File: config.mk
export PLATFORM = sky130hd
export DESIGN_NAME = cterm_top
export DESIGN_NICKNAME = d
export VERILOG_FILES = /design/src/logic/cterm_pkg.sv /design/src/logic/cterm_top.sv
export SDC_FILE = /design/constraint.sdc
export NUM_CORES = 1
export LEC_CHECK = 0
export BUFFER_PORTS_ARGS = -buffer_cell sky130_fd_sc_hd__buf_2
export CAP_MARGIN = 15
export CORE_MARGIN = 2
export CORE_UTILIZATION = 61
export CTS_CLUSTER_SIZE = 12
export DETAILED_ROUTE_END_ITERATION = 10
export PLACE_DENSITY = 0.82
export SLEW_MARGIN = 20
export SYNTH_ARGS = -nofsm -noshare
export SYNTH_HDL_FRONTEND = slang
export SYNTH_SLANG_ARGS = --single-unit
export TNS_END_PERCENT = 100
File: constraint.sdc
create_clock -name clk_in -period 5.01 [get_ports clk_in]
set_clock_uncertainty 0.15 [all_clocks]
set_input_delay 0.2505 -clock clk_in [delete_from_list [all_inputs] [get_ports clk_in]]
set_output_delay 0.2505 -clock clk_in [all_outputs]
set_load 0.1 [all_outputs]
File: src/logic/cterm_pkg.sv
// Shared constants and types for the charge termination controller.
// Assumes a single 20 MHz clock and a plain strobe register port.
package cterm_pkg;
    localparam int CLK_HZ = 20000000;
    localparam int TICK_SECOND_S = 1;
    localparam int SEC_CYCLES = TICK_SECOND_S * CLK_HZ;
    localparam int MIN_SECONDS = 60;
    localparam logic [5:0] MIN_LAST = 6'(MIN_SECONDS - 1);

    localparam logic [3:0] ADDR_CTRL = 4'h0;
    localparam logic [3:0] ADDR_VHOLD_LIMIT = 4'h1;
    localparam logic [3:0] ADDR_CHARGE_LIMIT = 4'h2;
    localparam logic [3:0] ADDR_TAPER_DIV = 4'h3;
    localparam logic [3:0] ADDR_STATUS = 4'h4;
    localparam logic [3:0] ADDR_VHOLD_TIMER = 4'h5;
    localparam logic [3:0] ADDR_CHARGE_TIMER = 4'h6;

    localparam int CTRL_TAPER_EN = 0;
    localparam int CTRL_SUSPEND = 1;
    localparam int CTRL_AL_TAPER = 2;
    localparam int CTRL_AL_VHOLD = 3;
    localparam int CTRL_AL_FAULT = 4;
    localparam int CTRL_ARM = 5;

    localparam int ST_TAPER = 0;
    localparam int ST_VHOLD = 1;
    localparam int ST_FAULT = 2;
    localparam int ST_SUSP = 3;
    localparam int ST_CV = 4;
    localparam int ST_CHG = 5;
    localparam int ST_ARMED = 6;

    localparam logic [5:0] CTRL_RST = 6'h00;
    localparam logic [15:0] VHOLD_LIMIT_RST = 16'h3840;
    localparam logic [15:0] CHARGE_LIMIT_RST = 16'h0000;
    localparam logic [3:0] TAPER_DIV_RST = 4'ha;

    typedef enum logic [2:0] {
        CTERM_SUSPEND, CTERM_CHARGE, CTERM_DONE, CTERM_FAULT, CTERM_STORAGE
    } cterm_state_t;

    typedef struct packed {
        logic [3:0] addr;
        logic [15:0] wdata;
        logic wr;
        logic rd;
    } cterm_bus_t;

    typedef struct packed {
        logic aux_supply_good;
        logic input_above_minimum;
        logic input_above_battery;
        logic input_hyst_ok;
        logic freq_resistor_missing;
        logic cell_strap_error;
        logic overheat;
        logic thermistor_pause;
        logic constant_voltage;
        logic below_recharge;
        logic below_35pct;
        logic input_below_1v;
        logic [15:0] battery_current;
        logic [15:0] full_current;
    } cterm_sense_t;

    typedef struct packed {
        cterm_state_t state;
        logic [5:0] ctrl;
        logic [15:0] vhold_limit;
        logic [15:0] charge_limit;
        logic [3:0] taper_div;
        logic taper_flag;
        logic vhold_flag;
        logic fault_flag;
        logic [31:0] presc;
        logic [5:0] sec_in_min;
        logic [15:0] vhold_secs;
        logic [15:0] charge_mins;
        logic woke;
        logic drive_en;
        logic suspended;
        logic alert_b;
        logic storage;
        logic [15:0] rdata;
    } cterm_core_t;

    localparam cterm_core_t CORE_RST = '{
        state: CTERM_SUSPEND, ctrl: CTRL_RST, vhold_limit: VHOLD_LIMIT_RST,
        charge_limit: CHARGE_LIMIT_RST, taper_div: TAPER_DIV_RST,
        taper_flag: 1'b0, vhold_flag: 1'b0, fault_flag: 1'b0, presc: 32'h0,
        sec_in_min: 6'h0, vhold_secs: 16'h0, charge_mins: 16'h0, woke: 1'b0,
        drive_en: 1'b0, suspended: 1'b1, alert_b: 1'b1, storage: 1'b0,
        rdata: 16'h0000};
endpackage

File: src/logic/cterm_top.sv
// Charge cycle termination, recharge, suspend and storage-mode control.
// Assumes sense inputs are synchronous to clk_in and the register master
// follows the one-cycle strobe protocol with read data one cycle later.
//
// Behaviour
// - Start charge and hold timers per cycle.
// - Either timer expiry stops charging.
// - Hold limit 16 bits, seconds, reset 14400.
// - Charge limit minutes; zero disables timer.
// - Both running timers readable anytime.
// - Separate flags for fault and hold timeout.
// - Fault held until 35 percent, a suspend condition or reset.
// - Normal termination clears elapsed timer.
// - Suspend conditions clear the charge fault.
// - Optional taper termination in voltage hold.
// - First of three causes ends charging.
// - Hold timer termination always active.
// - Thermistor pause freezes both timers.
// - Alert per cause, gated by enable.
// - Flags show which cause raised alert.
// - Termination disables the switching drive.
// - Recharge below 97.5 percent, timers zeroed.
// - Power cycle or suspend pulse restarts.
// - Arm only; enter below 1V, wake above.
// - Latch stay-out once input above minimum.
// - Storage mode loses every setting.
// - Fault conditions suspend and report status.
//
// Local design decisions: the register addresses and the address-and-strobe port.
`timescale 1ns/100ps
module cterm_top #(
    parameter int SEC_CYCLES = cterm_pkg::SEC_CYCLES
) (
    input wire logic clk_in,
    input wire logic rst_b_in,
    input wire cterm_pkg::cterm_bus_t bus_in,
    input wire cterm_pkg::cterm_sense_t sense_in,
    output logic [15:0] reg_rdata_out,
    output logic charger_enable_out,
    output logic suspended_out,
    output logic alert_b_out,
    output logic storage_mode_out
);

    ////////////////////////////////////////////////////////////////////////
    logic [1:0] rst_sync;
    logic rst_b;
    cterm_pkg::cterm_core_t q;
    cterm_pkg::cterm_core_t n;
    logic susp;
    logic run;
    logic sec_tick;
    logic taper_hit;
    logic store_go;
    logic [19:0] taper_scaled;

    always_ff @(posedge clk_in or negedge rst_b_in) begin
        if (!rst_b_in) begin
            rst_sync <= 2'b00;
        end else begin
            rst_sync <= {rst_sync[0], 1'b1};
        end
    end
    assign rst_b = rst_sync[1];

    ////////////////////////////////////////////////////////////////////////
    // Input power loss shows up as input_above_battery falling, so a power
    // cycle passes through the suspended state and restarts the cycle.
    assign susp = q.ctrl[cterm_pkg::CTRL_SUSPEND] | ~sense_in.input_above_battery
        | ~sense_in.aux_supply_good | ~sense_in.input_above_minimum
        | sense_in.overheat | sense_in.freq_resistor_missing
        | sense_in.cell_strap_error;
    assign run = (q.state == cterm_pkg::CTERM_CHARGE) & ~sense_in.thermistor_pause;
    assign sec_tick = run & (q.presc == 32'(SEC_CYCLES - 1));
    // Taper reached when current times divisor falls to full scale or less.
    // Widen first, or it wraps.
    assign taper_scaled = 20'(sense_in.battery_current) * 20'(q.taper_div);
    assign taper_hit = taper_scaled <= {4'h0, sense_in.full_current};
    assign store_go = (q.ctrl[cterm_pkg::CTRL_ARM] | q.woke) & sense_in.input_below_1v
        & (q.state != cterm_pkg::CTERM_STORAGE);

    ////////////////////////////////////////////////////////////////////////
    always_comb begin
        n = q;
        n.rdata = 16'h0000;

        if (run) begin
            n.presc = sec_tick ? 32'h0 : q.presc + 32'h1;
        end
        if (sec_tick) begin
            if (sense_in.constant_voltage) begin
                n.vhold_secs = q.vhold_secs + 16'h1;
            end
            if (q.charge_limit != 16'h0) begin
                if (q.sec_in_min == cterm_pkg::MIN_LAST) begin
                    n.sec_in_min = 6'h0;
                    n.charge_mins = q.charge_mins + 16'h1;
                end else begin
                    n.sec_in_min = q.sec_in_min + 6'h1;
                end
            end
        end

        if (bus_in.wr) begin
            case (bus_in.addr)
                cterm_pkg::ADDR_CTRL: begin
                    n.ctrl = bus_in.wdata[5:0];
                end
                cterm_pkg::ADDR_VHOLD_LIMIT: begin
                    n.vhold_limit = bus_in.wdata;
                end
                cterm_pkg::ADDR_CHARGE_LIMIT: begin
                    n.charge_limit = bus_in.wdata;
                end
                cterm_pkg::ADDR_TAPER_DIV: begin
                    n.taper_div = bus_in.wdata[3:0];
                end
                cterm_pkg::ADDR_STATUS: begin
                    // Write one to clear; a hardware set later below wins.
                    n.taper_flag = q.taper_flag & ~bus_in.wdata[cterm_pkg::ST_TAPER];
                    n.vhold_flag = q.vhold_flag & ~bus_in.wdata[cterm_pkg::ST_VHOLD];
                end
                default: begin
                end
            endcase
        end

        if (bus_in.rd) begin
            case (bus_in.addr)
                cterm_pkg::ADDR_CTRL: n.rdata = {10'h0, q.ctrl};
                cterm_pkg::ADDR_VHOLD_LIMIT: n.rdata = q.vhold_limit;
                cterm_pkg::ADDR_CHARGE_LIMIT: n.rdata = q.charge_limit;
                cterm_pkg::ADDR_TAPER_DIV: n.rdata = {12'h0, q.taper_div};
                cterm_pkg::ADDR_STATUS: begin
                    n.rdata[cterm_pkg::ST_TAPER] = q.taper_flag;
                    n.rdata[cterm_pkg::ST_VHOLD] = q.vhold_flag;
                    n.rdata[cterm_pkg::ST_FAULT] = q.fault_flag;
                    n.rdata[cterm_pkg::ST_SUSP] = q.suspended;
                    n.rdata[cterm_pkg::ST_CV] = sense_in.constant_voltage;
                    n.rdata[cterm_pkg::ST_CHG] = q.drive_en;
                    n.rdata[cterm_pkg::ST_ARMED] = q.ctrl[cterm_pkg::CTRL_ARM];
                end
                cterm_pkg::ADDR_VHOLD_TIMER: n.rdata = q.vhold_secs;
                cterm_pkg::ADDR_CHARGE_TIMER: n.rdata = q.charge_mins;
                default: n.rdata = 16'h0000;
            endcase
        end

        case (q.state)
            cterm_pkg::CTERM_SUSPEND: begin
                if (!susp && sense_in.input_hyst_ok) begin
                    n.state = cterm_pkg::CTERM_CHARGE;
                    n.presc = 32'h0;
                    n.sec_in_min = 6'h0;
                    n.vhold_secs = 16'h0;
                    n.charge_mins = 16'h0;
                end
            end
            cterm_pkg::CTERM_CHARGE: begin
                if (susp) begin
                    n.state = cterm_pkg::CTERM_SUSPEND;
                end else if (q.charge_limit != 16'h0 && q.charge_mins >= q.charge_limit) begin
                    n.state = cterm_pkg::CTERM_FAULT;
                    n.fault_flag = 1'b1;
                end else if (sense_in.constant_voltage && q.vhold_secs >= q.vhold_limit) begin
                    // No enable guards this branch: it cannot be turned off.
                    n.state = cterm_pkg::CTERM_DONE;
                    n.vhold_flag = 1'b1;
                    n.charge_mins = 16'h0;
                    n.sec_in_min = 6'h0;
                end else if (q.ctrl[cterm_pkg::CTRL_TAPER_EN] && sense_in.constant_voltage
                        && taper_hit) begin
                    n.state = cterm_pkg::CTERM_DONE;
                    n.taper_flag = 1'b1;
                    n.charge_mins = 16'h0;
                    n.sec_in_min = 6'h0;
                end
            end
            cterm_pkg::CTERM_DONE: begin
                if (susp) begin
                    n.state = cterm_pkg::CTERM_SUSPEND;
                end else if (sense_in.below_recharge) begin
                    n.state = cterm_pkg::CTERM_CHARGE;
                    n.presc = 32'h0;
                    n.sec_in_min = 6'h0;
                    n.vhold_secs = 16'h0;
                    n.charge_mins = 16'h0;
                end
            end
            cterm_pkg::CTERM_FAULT: begin
                if (susp) begin
                    n.state = cterm_pkg::CTERM_SUSPEND;
                end else if (sense_in.below_35pct) begin
                    n.state = cterm_pkg::CTERM_CHARGE;
                    n.fault_flag = 1'b0;
                    n.presc = 32'h0;
                    n.sec_in_min = 6'h0;
                    n.vhold_secs = 16'h0;
                    n.charge_mins = 16'h0;
                end
            end
            cterm_pkg::CTERM_STORAGE: begin
                // Waking is a full power-up; only the pending wake is kept.
                if (!sense_in.input_below_1v) begin
                    n = cterm_pkg::CORE_RST;
                    n.woke = 1'b1;
                end
            end
            default: begin
                n.state = cterm_pkg::CTERM_SUSPEND;
            end
        endcase

        if (susp) begin
            n.fault_flag = 1'b0;
        end
        if (q.woke && sense_in.input_above_minimum) begin
            n.woke = 1'b0;
        end
        if (store_go) begin
            n = cterm_pkg::CORE_RST;
            n.state = cterm_pkg::CTERM_STORAGE;
        end

        n.drive_en = (n.state == cterm_pkg::CTERM_CHARGE);
        n.suspended = (n.state == cterm_pkg::CTERM_SUSPEND);
        n.storage = (n.state == cterm_pkg::CTERM_STORAGE);
        n.alert_b = ~((n.taper_flag & n.ctrl[cterm_pkg::CTRL_AL_TAPER])
            | (n.vhold_flag & n.ctrl[cterm_pkg::CTRL_AL_VHOLD])
            | (n.fault_flag & n.ctrl[cterm_pkg::CTRL_AL_FAULT]));
    end

    always_ff @(posedge clk_in or negedge rst_b) begin
        if (!rst_b) begin
            q <= cterm_pkg::CORE_RST;
        end else begin
            q <= n;
        end
    end

    assign reg_rdata_out = q.rdata;
    assign charger_enable_out = q.drive_en;
    assign suspended_out = q.suspended;
    assign alert_b_out = q.alert_b;
    assign storage_mode_out = q.storage;
endmodule

==> results of run 1 <==
-- report_power, final --
| group | switching (mW) | total, mW | internal (mW) |
|---|---|---|---|
| sequential | 0.165 | 1.44 | 1.28 |
| combinational | 2.05 | 3.74 | 1.69 |
| clock | 0.493 | 1.48 | 0.987 |
-- cell usage after synthesis, types with 28 or more instances --
master,count,share of area [%]
sky130_fd_sc_hd__xor2_1,45,3.8
sky130_fd_sc_hd__and2_1,45,2.7
sky130_fd_sc_hd__fa_1,28,5.4
sky130_fd_sc_hd__nand2_1,163,5.9
sky130_fd_sc_hd__nor2_1,114,4.1
sky130_fd_sc_hd__inv_1,107,3.9
sky130_fd_sc_hd__ha_1,76,9.2
sky130_fd_sc_hd__nand3_1,36,1.7
sky130_fd_sc_hd__a21oi_1,82,4.0
sky130_fd_sc_hd__dfrtp_1,133,32
sky130_fd_sc_hd__o21ai_0,29,1.4
sky130_fd_sc_hd__xnor2_1,28,2.4
sky130_fd_sc_hd__clkbuf_1,39,1.4
-- area by class of cell --
class / instances / share of cell area [%]
Multi-Input combinational cell: 903 / 51.1
Sequential cell: 141 / 28.0
Timing Repair Buffer: 190 / 10.1
Clock buffer: 22 / 3.82
Inverter: 107 / 3.17
Tap cell: 220 / 2.17
Clock inverter: 10 / 1.63
Antenna cell: 2 / 0.0395
-- stage by stage --
stage                     instances  util (%)  hold WS, ns  cell area (µm²)
after floorplan                1214         -       -0.195            10500
after global placement         1532      68.8       -0.114            11400
after detailed placement       1532      68.8       -0.114            11400
after CTS                      1590      75.5      0.00137            12500
after global routing           1594      76.4       0.0763            12700
final                          1595      76.4       0.0413            12700
-- timing repair --
item,CTS,global route
hold buffers,18,1
cloned,1,0
setup endpoints to repair,28,28
resized for setup,30,32
setup buffers,7,2
pin swaps,15,14
hold endpoints to repair,35,1
-- routing by layer --
layer / part of all wire, % / vias to the layer above / global-route usage [%]
met1: 40 / 4586 / 42.1
met3: 8.4 / 105 / 7.37
met5: 0 / - / 0
li1: - / 4434 / -
met4: 3.7 / 0 / 11.1
met2: 48 / 464 / 53.3
-- critical path, cell delays in order, from the launching register on --
cell and delay, ns:
sky130_fd_sc_hd__dfstp_2 0.63, sky130_fd_sc_hd__nand2_2 0.08, sky130_fd_sc_hd__fa_1 0.53, sky130_fd_sc_hd__fa_1 0.47
sky130_fd_sc_hd__fa_2 0.40, sky130_fd_sc_hd__nor2b_4 0.17, sky130_fd_sc_hd__o2111ai_4 0.16, sky130_fd_sc_hd__a211oi_2 0.30
sky130_fd_sc_hd__nor2b_2 0.08, sky130_fd_sc_hd__nor2_1 0.10, sky130_fd_sc_hd__nor2_1 0.05, sky130_fd_sc_hd__xnor2_1 0.13
sky130_fd_sc_hd__ha_1 0.31, sky130_fd_sc_hd__nand2_1 0.07, sky130_fd_sc_hd__o211ai_1 0.10, sky130_fd_sc_hd__a2111o_1 0.34
sky130_fd_sc_hd__o31ai_4 0.34, sky130_fd_sc_hd__o311ai_4 0.16, sky130_fd_sc_hd__nor4_2 0.15, sky130_fd_sc_hd__buf_4 0.16
sky130_fd_sc_hd__o211a_4 0.20, sky130_fd_sc_hd__buf_6 0.16, sky130_fd_sc_hd__nor2_2 0.05
-- state kept, by name, summed over array words and instances (netlist names) --
register,count
storage_mode_out,1
alert_b_out,1
reg_rdata_out,16
q,119
suspended_out,1
charger_enable_out,1
rst_sync,2
-- worst min-delay path by stage --
| stage | startpoint | endpoint | slack, ns |
|---|---|---|---|
| after floorplan | rst_b_in | rst_sync[0] | -0.20 |
| after global placement | rst_b_in | rst_sync[0] | -0.11 |
| after detailed placement | rst_b_in | rst_sync[0] | -0.11 |
| after CTS | sense_in[42] | q[20] | 0.001 |
| after global routing | sense_in[33] | q[91] | 0.08 |
| final | sense_in[32] | storage_mode_out | 0.04 |
-- cells by family after synthesis --
| family | after synthesis | share of synthesized area (%) |
|---|---|---|
| AND/OR/NAND/NOR | 491 | 23.1 |
| XOR/XNOR | 73 | 6.16 |
| adder cells (fa/ha/maj) | 104 | 14.6 |
| other | 1 | 0.0361 |
| buffers and inverters | 170 | 6.89 |
| AO/OA/AOI/OAI | 216 | 13.4 |
| multiplexers | 18 | 1.77 |
| flip-flops | 141 | 34.1 |
==> metrics.cfg, run 1 <==
[yosys]
synthCells=1214
synth-seq-area-share_pct=34.1
netlist-cell-type-count=74
post_syn_area_um2=10400
synthesis.yosys.warnings=0
ys_seq_elements=141
async_reset_ff_share_pct=100
dominantRegCellSynth=sky130_fd_sc_hd__dfrtp_1
synth_area_per_cell_um2=8.55
syn-num-nets=1386
synth-edff-count=0

[sta]
slew_viol_final=0
final.setup.tns_ns=-9.76
setup_viol=28
worst_pin_slew_ns=1.02
achievable-frequency_ghz=0.185
relSlewSlack_pct=31.8
finalWorstPathRequiredPeriod_ns=5.40
hold_violations=0
layout_setup_ws_ns=-0.390
grt_setup_unrepaired=yes
timing.final.crit_share_pct=108

[floorplanning]
boundaryPins=88
num_rows=47
overall_die_area_um2=18100
start_util_pct=62.6
floorplan.die.height_um=134
die_w_um=134
coreArea_um2=16600

[critical_path]
rr_endpoint=q[23]
worstPathRequired_ns=5.17
end_kind=flip-flop
worst_path_max_fanout=8
reg2reg_depth=22
critPathCapture=q[23]
r2r_slack_ns=-0.39
critPathLaunchType=flip-flop
worstSetupStartpoint=q[95]
worst-setup-path-type=reg -> reg
crit_arrival_ns=5.56
regToRegStartpoint=q[95]

[detailed_routing]
first_pass_iters=7
dr.first_iter.drc_count=1157
routed_wl_um=28500
dr_total_vias=9589
routed_vias_inst=6.01
route.detailed.wl_per_inst_um=17.8
drc=0
ant_nets=0

[final_layout]
multi_input_comb_area_um2=6480
layout-area-overhead-vs-synth_pct=22.1
num-fill-cells=1116
area.sequential_um2=3540
layout.cells.most_common_list=sky130_fd_sc_hd__nand2_1, sky130_fd_sc_hd__dfrtp_1, sky130_fd_sc_hd__inv_1, sky130_fd_sc_hd__nor2_1, sky130_fd_sc_hd__buf_2
mostFrequentLayoutCell=sky130_fd_sc_hd__nand2_1
finish.net_count=1532
ratio_of_cells_with_drive_above_1_in_the_final_layout_pct=20.4

[global_route]
grt_usage_pct=32.3
grt_pass1_wl_um=46200
grt_start_max_net_pins=76
overflow=0
grt_pass1_vias=9356
grt_antenna_before_repair=2

[power_and_ir_drop]
power.static_leakage_nw=6.01
report.power.total_mw=6.66
max-vdd-ir-drop_uv=299
power_per_cell_area_nw_per_um2=526

[placement]
hpwlAfterDp_um=19800
detailedPlace.worstSlack_ns=-0.702
placement.io_buffers=87
finalWeightedCongestion=0.924

[job]
max_cap_viol_count=0

[clock_tree]
insertion_delay_ns=0.43
tritoncts.num_buffers=17
clk_root_buffer_cell=sky130_fd_sc_hd__clkbuf_16
clk_pin_slew_worst_paths_ns=0.07
cts_max_level=4
tritoncts=built
clk_path_buf_depth=2
cts_sinks=141

[hold_path]
worst_hold_path_type=in -> reg
timing.hold.worst_path_depth=3

[outcome]
failing_checks=setup timing
run_status=finished, violations left

Power figures use the tool's default switching activity.
==> run 2, diff against run 1 <==
ABC_AREA = 1   (was default)
CORE_UTILIZATION = 62   (was 61)
PLACE_DENSITY = 0.83   (was 0.82)
SKIP_LAST_GASP = 1   (was default)
==> run 2 against run 1 <==
Compared with the run above:
- the flow now finishes without violations
- clock power fell by 13%
- total power decreased by 2.3%
- critical path depth rose by 8
- synthesized cell count is 24% higher
- combinational power rose by 1%
- hold slack got worse by 0.022 ns
- area after synthesis grew 6.5%
- final area down 0.13%
- first-iteration DRC count shrank 8.5%
- setup slack gained 0.67 ns
- sequential share of layout area hardly changed
- critical path type unchanged
- highest routed layer unchanged
==> metrics.cfg, run 2 <==
[final_layout]
ratio_of_cells_with_drive_above_1_in_the_final_layout_pct=14.0  ; -6.4 points
multi_input_comb_area_um2=6360  ; -1.9%
layout.cell_area.non_filler_um2=12700  ; -0.13%
mostFrequentLayoutCell=sky130_fd_sc_hd__nand2_1
largest_reg_flops=119  ; unchanged
num-fill-cells=1303  ; +17%
final_core_utilization_pct=72.9  ; -3.5 points
finish.net_count=1770  ; +16%
layout-area-overhead-vs-synth_pct=14.5
top_register_by_number_of_flip_flops=q
antenna-diode-count=0  ; -2
count_of_placed_standard_cells_in_the_final_layout_fillers_left_out=1836  ; +15%
area.sequential_um2=3540  ; unchanged
layout.cells.most_common_list=sky130_fd_sc_hd__nand2_1, sky130_fd_sc_hd__inv_1, sky130_fd_sc_hd__dfrtp_1, sky130_fd_sc_hd__nor2_1, sky130_fd_sc_hd__a21oi_1

[sta]
achievable-frequency_ghz=0.212  ; +14%
finalWorstPathRequiredPeriod_ns=4.73  ; -0.672 ns
slew_viol_final=0  ; unchanged
hold_violations=0  ; unchanged
relSlewSlack_pct=38.5  ; +6.7 points
worst_pin_slew_ns=0.921  ; -0.0977 ns
timing.final.crit_share_pct=94.4  ; -13 points
setup_viol=0  ; -100%

[yosys]
async_reset_ff_share_pct=100  ; unchanged
synthCells=1501  ; +24%
ys_seq_elements=141  ; unchanged
netlist-cell-type-count=52  ; -30%
synth_area_per_cell_um2=7.36  ; -14%
synth.area.top_cells=sky130_fd_sc_hd__dfrtp_1, sky130_fd_sc_hd__nand2_1, sky130_fd_sc_hd__inv_1
synth.top_cell.area_share_pct=30.1  ; -2.0 points
syn-num-nets=1673  ; +21%
most_numerous_cell_in_the_yosys_netlist=sky130_fd_sc_hd__nand2_1
synth-seq-area-share_pct=32.0  ; -2.1 points
synth-edff-count=0  ; unchanged
synthesis.yosys.warnings=0  ; unchanged
post-synth-top-area-cell=sky130_fd_sc_hd__dfrtp_1
dominantRegCellSynth=sky130_fd_sc_hd__dfrtp_1
post_syn_area_um2=11100  ; +6.5%
yosys-top-cells-count=sky130_fd_sc_hd__nand2_1, sky130_fd_sc_hd__inv_1, sky130_fd_sc_hd__dfrtp_1, sky130_fd_sc_hd__nor2_1, sky130_fd_sc_hd__a21oi_1

[clock_tree]
tritoncts=built
cts_max_level=4  ; unchanged
cts_sinks=141  ; unchanged
clk_pin_slew_worst_paths_ns=0.06  ; about the same
clk_path_buf_depth=2  ; unchanged
tritoncts.num_buffers=17  ; unchanged
clk_root_buffer_cell=sky130_fd_sc_hd__clkbuf_16
insertion_delay_ns=0.43  ; about the same

[critical_path]
worst_path_max_fanout=7  ; -1
worstPathRequired_ns=5.17  ; about the same
worst-setup-path-type=reg -> reg
slowest_cell_on_the_critical_path=sky130_fd_sc_hd__fa_1
end_kind=flip-flop
crit_family=adder cells
critPathMostFrequentCell=sky130_fd_sc_hd__nand2_1
critPathLaunchType=flip-flop
critical-path-max-stage-delay_ns=0.52  ; -0.11 ns
worstPathBufferInverterCount=6  ; +4
crit_arrival_ns=4.89  ; -0.67 ns

[floorplanning]
die_w_um=138  ; +2.3%
floorplan.die.height_um=138  ; +2.3%
coreArea_um2=17400  ; +4.7%
boundaryPins=88  ; unchanged
num_rows=48  ; +2.1%
start_util_pct=63.7  ; +1.1 points
overall_die_area_um2=18900  ; +4.7%

[placement]
placedInstanceArea_um2=11600  ; +2.0%
post-place-cells=1780  ; +16%
placement.io_buffers=87  ; unchanged
finalWeightedCongestion=0.937  ; +1.4%
hpwlAfterDp_um=21600  ; +8.9%

[power_and_ir_drop]
power.static_leakage_nw=6.46  ; +7.5%
power_per_cell_area_nw_per_um2=514  ; -2.1%
netSwitchingFraction_pct=45.8  ; +5.1 points
switching_power_mw=2.98  ; +10%
max-vdd-ir-drop_uv=442  ; +48%
report.power.total_mw=6.51  ; -2.3%
power_report.internal_total_mw=3.53  ; -11%
seq_power_share_pct=22.0  ; +0.4 points
share_comb_of_total_power_pct=58.2  ; +2.1 points
power.clock.fraction_pct=19.8  ; -2.4 points

[global_route]
overflow=0  ; unchanged
grt_usage_pct=32.9  ; +0.65 points
grt_pass1_wl_um=49200  ; +6.5%
grt_antenna_before_repair=0  ; -2
grt_pass1_vias=10300  ; +9.9%
grt_start_max_net_pins=84  ; +11%

[detailed_routing]
route.detailed.wl_per_inst_um=16.4  ; -8.4%
first_pass_iters=6  ; -1
routed_wl_um=30000  ; +5.5%
drc=0  ; unchanged
ant_nets=0  ; unchanged
dr.first_iter.drc_count=1059  ; -8.5%
routed_vias_inst=5.86  ; -2.5%
dr_total_vias=10800  ; +12%

[hold_path]
worst_hold_path_type=in -> reg

[outcome]
run_status=complete, no violations

[job]
max_cap_viol_count=0  ; unchanged

[run 2: kinds of logic (layout without fill, tap and decap cells)]
logic type	after synthesis	after routing	synth area share, %
AOI/OAI and AO/OA	216	216	11.1
xor gates and xnor gates	52	52	4.12
adders and majority gates	104	104	13.7
buffers and inverters	332	442	11.9
DFF	141	141	32.0
other	1	1	0.0339
and+or+nand+nor	655	655	27.2
[run 2: path summary, 6_finish.rpt]
kind | start | end | slack, ns | cells after the start
max | q[95] | q[31] | 0.28 | 30
min | bus_in[3] | q[99] | 0.02 | 3
max reg2reg | q[95] | q[31] | 0.28 | 30
min reg2reg | rst_sync[0] | rst_sync[1] | 0.21 | 0
max in group asynchronous | rst_sync[1] | q[96] | 3.79 | 1
min in group asynchronous | rst_sync[1] | q[129] | 0.30 | 1
[run 2: power groups by stage]
stage	Sequential [mW]	Clock, mW	Combinational (mW)
6_report	1.43	1.29	3.79
5_1_grt	1.44	1.34	4.24
4_1_cts	1.43	1.29	3.31
3_5_place_dp	1.45	0	3.27
3_3_place_gp	1.44	0	3.15
2_1_floorplan	1.46	0	2.47
[run 2: layout make-up]
type,instances,area share (%)
multi-input cells,1028,50.2
inverters,287,8.51
well taps,225,2.23
clock inverters,11,1.13
flip-flops and latches,141,28.0
repair buffers,123,6.32
clock buffers,21,3.56
[run 2: timing repair]
action	4_1_cts	5_1_grt
hold buffers	17	0
hold endpoints to repair	31	0
buffers inserted	0	6
endpoints found under the setup margin	0	28
gates resized for setup	0	41
[run 2: per-stage QoR]
| stage | setup WS (ns) | setup TNS [ns] | hold slack (ns) |
|---|---|---|---|
| global route | -0.0207 | -0.140 | 0.0234 |
| finish | 0.283 | 0 | 0.0194 |
| CTS | 0.0224 | 0 | 0.00529 |
| global placement | 0.232 | 0 | -0.114 |
| floorplan | 0.121 | 0 | -0.195 |
| detailed placement | 0.0624 | 0 | -0.112 |
[run 2: worst reg2reg max path, delay by kind of cell, from the launching register on]
family                     cells  cell delay [ns]
buffers and inverters          6             0.56
adders and majority gates      4             1.64
AOI/OAI and AO/OA              4             0.62
DFF                            1             0.42
xor gates and xnor gates       1             0.14
and+or+nand+nor               15             1.09
[run 2: routing by layer]
layer / share of wire, % / wire, µm / global-route usage, % / vias up
li1: - / - / - / 5010
met2: 47 / 14200 / 53.5 / 603
met1: 39 / 11800 / 42.7 / 5040
met3: 9.7 / 2910 / 6.84 / 113
met5: 0 / 0 / 0 / -
met4: 3.8 / 1130 / 14.4 / 0
